[config.mk]
export PLATFORM = sky130hd
export DESIGN_NAME = common_command_status_unit
export DESIGN_NICKNAME = d
export VERILOG_FILES = /design/src/hw/ccsu_pkg.sv /design/src/hw/common_command_status_unit.sv
export SDC_FILE = /design/constraint.sdc
export NUM_CORES = 1
export LEC_CHECK = 0
export BUFFER_PORTS_ARGS = -buffer_cell sky130_fd_sc_hd__buf_2
export CORE_MARGIN = 1.5
export CORE_UTILIZATION = 27
export CTS_CLUSTER_SIZE = 12
export DETAILED_ROUTE_END_ITERATION = 8
export GPL_TIMING_DRIVEN = 0
export PLACE_DENSITY_LB_ADDON = 0.15
export SYNTH_ARGS = -nofsm -noshare
export SYNTH_HDL_FRONTEND = slang
export SYNTH_SLANG_ARGS = --single-unit
export TNS_END_PERCENT = 30
[constraint.sdc]
create_clock -name clk_in -period 14.3 [get_ports clk_in]
set_input_delay 0.715 -clock clk_in [delete_from_list [all_inputs] [get_ports clk_in]]
set_output_delay 0.715 -clock clk_in [all_outputs]
set_load 0.01 [all_outputs]
[src/hw/ccsu_pkg.sv]
`default_nettype none
package ccsu_pkg;

    // ==========================================================
    // event flag and status byte layout
    localparam int          PON_BIT       = 7;
    localparam int          CME_BIT       = 5;
    localparam int          EXE_BIT       = 4;
    localparam int          DDE_BIT       = 3;
    localparam int          QUE_BIT       = 2;
    localparam int          OPC_BIT       = 0;
    localparam int          ESB_BIT       = 5;
    localparam int          MSS_BIT       = 6;
    localparam logic [7:0]  SUMMARY_BITS  = 8'h60;

    // ==========================================================
    // values after reset
    localparam logic [7:0]  EVENT_MASK_RESET   = 8'h00;
    localparam logic [7:0]  SERVICE_MASK_RESET = 8'h00;
    localparam logic [7:0]  FLAGS_RESET        = 8'h80;

    // ==========================================================
    // characters
    localparam logic [7:0]  ASTERISK   = 8'h2a;
    localparam logic [7:0]  ASCII_ZERO = 8'h30;
    localparam logic [7:0]  ASCII_ONE  = 8'h31;

    // ==========================================================
    // identification reply; every field value is arbitrary
    localparam int          IDN_LEN  = 43;
    localparam logic [5:0]  IDN_END  = 6'h2b;
    localparam logic [8*IDN_LEN-1:0] IDN_TEXT =
        "MAKER,MODEL-100-1.0 01-01-2000,SN00000,V1.0";

    // ==========================================================
    // commands delivered by the message parser
    typedef enum logic [3:0] {
        CMD_CLS,
        CMD_ESE,
        CMD_ESE_Q,
        CMD_ESR_Q,
        CMD_IDN_Q,
        CMD_OPC,
        CMD_OPC_Q,
        CMD_SRE,
        CMD_SRE_Q,
        CMD_STB_Q,
        CMD_OTHER
    } command_e;

    typedef struct packed {
        logic [7:0] lead;
        command_e   code;
        logic [7:0] arg;
    } command_s;

    typedef struct packed {
        logic power_on;
        logic command_error;
        logic execution_error;
        logic device_error;
        logic query_error;
    } event_s;

    typedef struct packed {
        logic [1:0] count;
        logic [7:0] d0;
        logic [7:0] d1;
        logic [7:0] d2;
    } number_s;

endpackage : ccsu_pkg
`default_nettype wire

[src/hw/common_command_status_unit.sv]
// Summary of operation
// - only asterisk-led commands are taken
// - clear flags and status, keep enable masks
// - clear status also empties error queue
// - event mask holds 0..255, resets zero
// - summary bit 5 from flags AND mask
// - fixed eight-bit event flag layout
// - mask query returns mask unchanged
// - flag query returns flags then clears
// - parser and device errors raise flags
// - completion flag waits for idle device
// - pending completion does not block commands
// - completion query replies ASCII one
// - completion query blocks later commands
// - identification reply is fixed text fields
// - service mask bit 6 cannot be set
// - status byte bit 6 is master summary
`default_nettype none
module common_command_status_unit
    import ccsu_pkg::*;
(
    // clock and reset
    input  wire logic       clk_in,
    input  wire logic       reset_in,
    // parsed commands
    input  wire logic       cmd_valid_in,
    input  wire command_s   cmd_in,
    output var  logic       cmd_ready_out,
    // events and device state
    input  wire event_s     events_in,
    input  wire logic       busy_in,
    input  wire logic [7:0] status_bits_in,
    // reply byte stream
    output var  logic       reply_valid_out,
    output var  logic [7:0] reply_data_out,
    input  wire logic       reply_ready_in,
    // status outputs
    output var  logic [7:0] status_byte_out,
    output var  logic [7:0] event_flags_out,
    output var  logic       clear_status_out,
    output var  logic       error_queue_clear_out
);

    typedef enum logic [1:0] {
        ST_IDLE,
        ST_NUMBER,
        ST_IDENT,
        ST_OPC_WAIT
    } state_e;

    // ==========================================================
    // helpers
    function automatic number_s to_decimal(input logic [7:0] v);
        number_s    n;
        logic [7:0] h;
        logic [7:0] t;
        logic [7:0] o;
        h = v / 8'h64;
        t = (v / 8'h0a) % 8'h0a;
        o = v % 8'h0a;
        n.count = (v >= 8'h64) ? 2'h3 : ((v >= 8'h0a) ? 2'h2 : 2'h1);
        if (v >= 8'h64)
        begin
            n.d0 = ASCII_ZERO + h;
            n.d1 = ASCII_ZERO + t;
            n.d2 = ASCII_ZERO + o;
        end
        else if (v >= 8'h0a)
        begin
            n.d0 = ASCII_ZERO + t;
            n.d1 = ASCII_ZERO + o;
            n.d2 = ASCII_ZERO;
        end
        else
        begin
            n.d0 = ASCII_ZERO + o;
            n.d1 = ASCII_ZERO;
            n.d2 = ASCII_ZERO;
        end
        return n;
    endfunction : to_decimal

    function automatic logic [7:0] idn_char(input logic [5:0] i);
        return IDN_TEXT[8*(IDN_LEN-1-int'(i)) +: 8];
    endfunction : idn_char

    // ==========================================================
    // registers
    state_e     state;
    state_e     next_state;
    logic [7:0] flags;
    logic [7:0] event_mask;
    logic [7:0] service_mask;
    logic       opc_armed;
    number_s    num_buf;
    logic [5:0] idx;

    // ==========================================================
    // command decode
    wire        accept  = cmd_valid_in && cmd_ready_out
                          && (cmd_in.lead == ASTERISK);
    wire        do_cls  = accept && (cmd_in.code == CMD_CLS);
    wire        do_ese  = accept && (cmd_in.code == CMD_ESE);
    wire        do_eseq = accept && (cmd_in.code == CMD_ESE_Q);
    wire        do_esrq = accept && (cmd_in.code == CMD_ESR_Q);
    wire        do_idnq = accept && (cmd_in.code == CMD_IDN_Q);
    wire        do_opc  = accept && (cmd_in.code == CMD_OPC);
    wire        do_opcq = accept && (cmd_in.code == CMD_OPC_Q);
    wire        do_sre  = accept && (cmd_in.code == CMD_SRE);
    wire        do_sreq = accept && (cmd_in.code == CMD_SRE_Q);
    wire        do_stbq = accept && (cmd_in.code == CMD_STB_Q);
    wire        start_num = do_eseq || do_esrq || do_sreq || do_stbq;

    wire [7:0]  num_value = do_eseq ? event_mask :
                            do_esrq ? flags :
                            do_sreq ? service_mask :
                            status_byte_out;
    wire number_s num_src = to_decimal(num_value);

    wire        reply_taken = reply_valid_out && reply_ready_in;

    // ==========================================================
    // event flags; a new event beats a clear in the same cycle
    wire        opc_done = opc_armed && !busy_in;
    wire [7:0]  event_bits;
    assign event_bits[PON_BIT] = events_in.power_on;
    assign event_bits[6]       = 1'b0;
    assign event_bits[CME_BIT] = events_in.command_error;
    assign event_bits[EXE_BIT] = events_in.execution_error;
    assign event_bits[DDE_BIT] = events_in.device_error;
    assign event_bits[QUE_BIT] = events_in.query_error;
    assign event_bits[1]       = 1'b0;
    assign event_bits[OPC_BIT] = opc_done;

    wire        flags_clear = do_cls || do_esrq;
    wire [7:0]  next_flags  = (flags_clear ? 8'h00 : flags) | event_bits;

    // ==========================================================
    // status byte, rebuilt every cycle from current registers and status_bits_in
    wire        event_summary_flag = |(flags & event_mask);
    wire [7:0]  stb_low = (status_bits_in & ~SUMMARY_BITS)
                          | ({7'h00, event_summary_flag} << ESB_BIT);
    wire        master_summary_flag = |(stb_low & service_mask);
    // cleared status zeroes the external summaries too, so no stale bits
    wire [7:0]  next_status_byte = do_cls ? 8'h00
                          : (stb_low | ({7'h00, master_summary_flag} << MSS_BIT));

    // ==========================================================
    // sequencing
    always_comb
    begin
        next_state = state;
        case (state)
            ST_IDLE:
            begin
                if (start_num)
                    next_state = ST_NUMBER;
                else if (do_idnq)
                    next_state = ST_IDENT;
                else if (do_opcq)
                    next_state = ST_OPC_WAIT;
            end
            ST_NUMBER:
                if (reply_taken && (idx == {4'h0, num_buf.count}))
                    next_state = ST_IDLE;
            ST_IDENT:
                if (reply_taken && (idx == IDN_END))
                    next_state = ST_IDLE;
            ST_OPC_WAIT:
                if (reply_taken)
                    next_state = ST_IDLE;
            default:
                next_state = ST_IDLE;
        endcase
    end

    // ==========================================================
    // register file
    always_ff @(posedge clk_in)
    begin
        if (reset_in)
        begin
            flags           <= FLAGS_RESET;
            event_mask      <= EVENT_MASK_RESET;
            service_mask    <= SERVICE_MASK_RESET;
            opc_armed       <= 1'b0;
            status_byte_out <= 8'h00;
            event_flags_out <= FLAGS_RESET;
        end
        else
        begin
            flags           <= next_flags;
            event_flags_out <= next_flags;
            status_byte_out <= next_status_byte;
            if (do_ese)
                event_mask <= cmd_in.arg;
            if (do_sre)
                service_mask <= cmd_in.arg & ~(8'h01 << MSS_BIT);
            // arming does not stall the command port
            if (do_cls || opc_done)
                opc_armed <= 1'b0;
            else if (do_opc)
                opc_armed <= 1'b1;
        end
    end

    always_ff @(posedge clk_in)
    begin
        if (reset_in)
        begin
            clear_status_out      <= 1'b0;
            error_queue_clear_out <= 1'b0;
        end
        else
        begin
            clear_status_out      <= do_cls;
            error_queue_clear_out <= do_cls;
        end
    end

    // ==========================================================
    // reply stream; commands wait while a reply is out
    always_ff @(posedge clk_in)
    begin
        if (reset_in)
        begin
            state           <= ST_IDLE;
            cmd_ready_out   <= 1'b0;
            reply_valid_out <= 1'b0;
            reply_data_out  <= 8'h00;
            idx             <= 6'h00;
            num_buf         <= '0;
        end
        else
        begin
            state         <= next_state;
            cmd_ready_out <= (next_state == ST_IDLE);
            case (state)
                ST_IDLE:
                begin
                    idx <= 6'h01;
                    if (start_num)
                    begin
                        num_buf         <= num_src;
                        reply_valid_out <= 1'b1;
                        reply_data_out  <= num_src.d0;
                    end
                    else if (do_idnq)
                    begin
                        reply_valid_out <= 1'b1;
                        reply_data_out  <= idn_char(6'h00);
                    end
                end
                ST_NUMBER:
                    if (reply_taken)
                    begin
                        if (idx == {4'h0, num_buf.count})
                            reply_valid_out <= 1'b0;
                        else
                        begin
                            reply_data_out <= (idx == 6'h01) ?
                                              num_buf.d1 : num_buf.d2;
                            idx            <= idx + 6'h01;
                        end
                    end
                ST_IDENT:
                    if (reply_taken)
                    begin
                        if (idx == IDN_END)
                            reply_valid_out <= 1'b0;
                        else
                        begin
                            reply_data_out <= idn_char(idx);
                            idx            <= idx + 6'h01;
                        end
                    end
                ST_OPC_WAIT:
                    if (reply_taken)
                        reply_valid_out <= 1'b0;
                    else if (!reply_valid_out && !busy_in)
                    begin
                        reply_valid_out <= 1'b1;
                        reply_data_out  <= ASCII_ONE;
                    end
                default:
                    reply_valid_out <= 1'b0;
            endcase
        end
    end

endmodule : common_command_status_unit
`default_nettype wire

==> out/results.tsv <==
stage	metric	value	unit
status	status	finished clean	
yosys	netlist.area_leader.share	0.237	
sta	fin_skew	0.0111	ns
power	pwr-share-clk	0.431	
cts	ctsResizeCount	0	
critical_path	cp_top_family	simple AND/OR/NAND/NOR gates	
grt	grt_usage	0.173	
yosys	synth-xor-area-share	0.0340	
detailed_routing	drtAntennaViolNets	0	
critical_path	cp_max_fo	12	
critical_path	worstPathRequired	14.50	ns
critical_path	crit_buf_inv	7	
detailed_routing	drt-initial-drc-count	339	
yosys	ys_async_sr_fraction	0	
place	globalplace.congestion	0.807	
power	p_seq_frac	0.362	
final_layout	syn2layout_area_growth	16.4	%
power	p_comb_frac	0.207	
yosys	synth-seq-cells	67	
power	power.switching	164	uW
sta	worstMarginPinSlew	1.04	ns
cts	path_clk_slew	0.06	ns
cts	cts_setup_buffers	0	
detailed_routing	post-route-drc-count	0	
place	hpwl	14500	um
cts	cts_made_buffers	9	
power	swShare	0.311	
power	p_int	362	uW
yosys	muxShareOfSynthArea	0.0757	
detailed_routing	post_drt_wl_per_cell	17.1	um
floorplanning	die_height	148	um
floorplanning	die_width	148	um
critical_path	critPathSlowestCell	or4_4	
yosys	synthSimpleGateAreaFrac	0.257	
final_layout	drive_above_1_share	0.170	
detailed_routing	post_drt_via_cell_ratio	5.26	
critical_path	critical_path_arrival	8.52	ns
power	p_per_area	79.7	mW/mm^2
sta	setup_tns	0	ns
sta	rsz0062_at_grt	no	
sta	fmax	0.120	GHz
yosys	ys_seq_area_frac	0.237	
flow_run	cap_violations	0	
cts	clock_latency	0.35	ns
critical_path	max_stage_delay	0.50	ns
yosys	postSynthAreaPerCell	7.57	sq um
yosys	synth_cell_type_count	97	
floorplanning	pin_count	66	
floorplanning	die_area	0.0219	sq mm
detailed_routing	dr_total_vias	5759	
sta	finalHoldViolCount	0	
floorplanning	fp-row-count	52	
yosys	synth_top_area_cell	dfxtp_1	
final_layout	antenna_cells	0	
cts	cts.sinks	67	
yosys	synth.area.top_cells	dfxtp_1, nor2_1, a21oi_1	
sta	fin_crit_sh	0.581	
yosys	synth_edf_count	0	
yosys	ys.flop_type	dfxtp_1	
yosys	synthAdderAreaFrac	0.0486	
grt	grt_start_max_net_pins	13	
floorplanning	start_util	0.277	
critical_path	cp-end-kind	register	
yosys	synth_top_family_by_area	compound AO/OA/AOI/OAI gates	
power	leakagePower	0.00241	uW
sta	fin_hold_ws	0.453	ns
critical_path	rr_startpoint	cmd_ready_out	
sta	timing.slew.headroom	0.299	
grt	grt_pass1_wl	30200	um
final_layout	utilization	0.323	
cts	hold_buffers	0	
grt	grt_antenna_before_repair	0	
grt	grt_pass1_vias	5585	
yosys	syn_area	0.00567	sq mm
grt	grt_overflow	0	
cts	cts_tree	built	
critical_path	crit_type	primary input to register	
cts	cts_max_level	3	
detailed_routing	drtPass1Iterations	5	
cts	clock_path_buffers	2	
critical_path	cp-start-kind	primary input	
place	port_buffers	58	
min_path	holdCritPathClass	register to register	
min_path	min_from	num_buf[0]	
final_layout	fin_nets	879	
critical_path	crit_start	cmd_in[12]	
power	ir_drop	59.7	uV
sta	min_period	8.31	ns
sta	drv_slew	0	
yosys	synthCells	749	
sta	setup_viol	0	
detailed_routing	finalWirelength	18700	um
yosys	synth-compound-area-share	0.291	
yosys	yosys_warnings	0	
cts	cts_root_buf	clkbuf_16	
floorplanning	core_area	0.0204	sq mm
critical_path	rrSetupSlack	6.13	ns
==> placed cells by master, fill, tap and decap left out, types with 9 or more instances in the layout <==
| master | count |
|---|---|
| dfxtp_1 | 67 |
| mux2i_1 | 23 |
| clkbuf_16 | 9 |
| clkbuf_1 | 31 |
| nand3_1 | 23 |
| nand2_1 | 55 |
| o21ai_0 | 36 |
| a21oi_1 | 56 |
| xnor2_1 | 17 |
| a211oi_1 | 16 |
| o22ai_1 | 15 |
| inv_1 | 26 |
| buf_2 | 67 |
| a22oi_1 | 9 |
| and2_1 | 15 |
| mux2_2 | 14 |
| nor3_1 | 24 |
| a221oi_1 | 11 |
| nor2_1 | 103 |
| nand2b_1 | 11 |
| ha_1 | 22 |
==> synthesized netlist by cell type, drive strengths merged (9+ instances only) <==
library cell,instances
nand2b,11
xnor2,17
a21oi,56
nand3,23
a211oi,18
mux2i,23
ha,22
o22ai,16
a221oi,12
and2,17
nor2,105
nor3,28
buf,16
o21ai,44
inv,27
clkbuf,30
mux2,17
dfxtp,67
a22oi,9
nand2,58
==> through the flow <==
step / cell area [sq um] / power (uW) / cells / setup slack [ns]
after floorplan: 5670 / 270 / 750 / 7.11
after global placement: 6300 / 303 / 1078 / 5.63
after detailed placement: 6300 / 302 / 1078 / 5.72
after CTS: 6600 / 529 / 1094 / 6.08
after global routing: 6600 / 549 / 1094 / 5.54
final: 6600 / 526 / 1094 / 5.99
==> registers in the layout, indices dropped and copies added, names as in the netlist <==
signal,flops
cmd_ready_out,1
error_queue_clear_out,1
event_mask,8
flags,6
idx,6
num_buf,18
opc_armed,1
reply_data_out,8
reply_valid_out,1
service_mask,7
state,2
status_byte_out,8
==> final cells by class <==
type                       count  area (sq um)
buffer                        46           206
clock buffer                  10           229
clock inverter                 6          66.3
fill                        2294         13800
inverter                      29           111
multi-input combinational    608          4020
sequential                    67          1340
tap                          270           338
timing repair buffer          58           290
==> power by group through the flow <==
stage          logic (uW)  registers, uW  clock network, uW
2_1_floorplan        74.6            195                  0
3_3_place_gp          108            195                  0
3_5_place_dp          107            195                  0
4_1_cts               108            191                230
5_1_grt               120            191                238
6_report              109            191                227
==> logic make-up (layout without fill, tap and decap cells) <==
group                      Yosys count  count (layout)
DFF                                 67              67
AOI/OAI and AO/OA                  232             232
other                                1               2
muxes                               40              40
xor gates and xnor gates            22              22
and+or+nand+nor                    290             290
adders and majority gates           22              22
buffers and inverters               75             149
==> layer usage <==
metal  part of all wire  global-route usage  vias to the layer above  routed length, um
li1                   -                   -                     2896                  -
met1               0.51               0.245                     2708               9570
met2               0.44               0.273                      136               8210
met3              0.036              0.0235                       19                667
met4              0.014              0.0510                        0                267
met5                  0                   0                        -                  0
==> tightest hold or removal path: stages, from the launching register on <==
cell and delay, ns:
dfxtp_1 0.31, nand2_1 0.05, a21oi_1 0.05
==> path summary, 6_finish.rpt <==
| check | endpoint | cells after the start |
|---|---|---|
| min | num_buf[0] | 2 |
| max | num_buf[14] | 30 |
| max reg2reg | num_buf[14] | 29 |
| min reg2reg | num_buf[0] | 2 |
No activity file was read; power rests on OpenSTA's default activity.
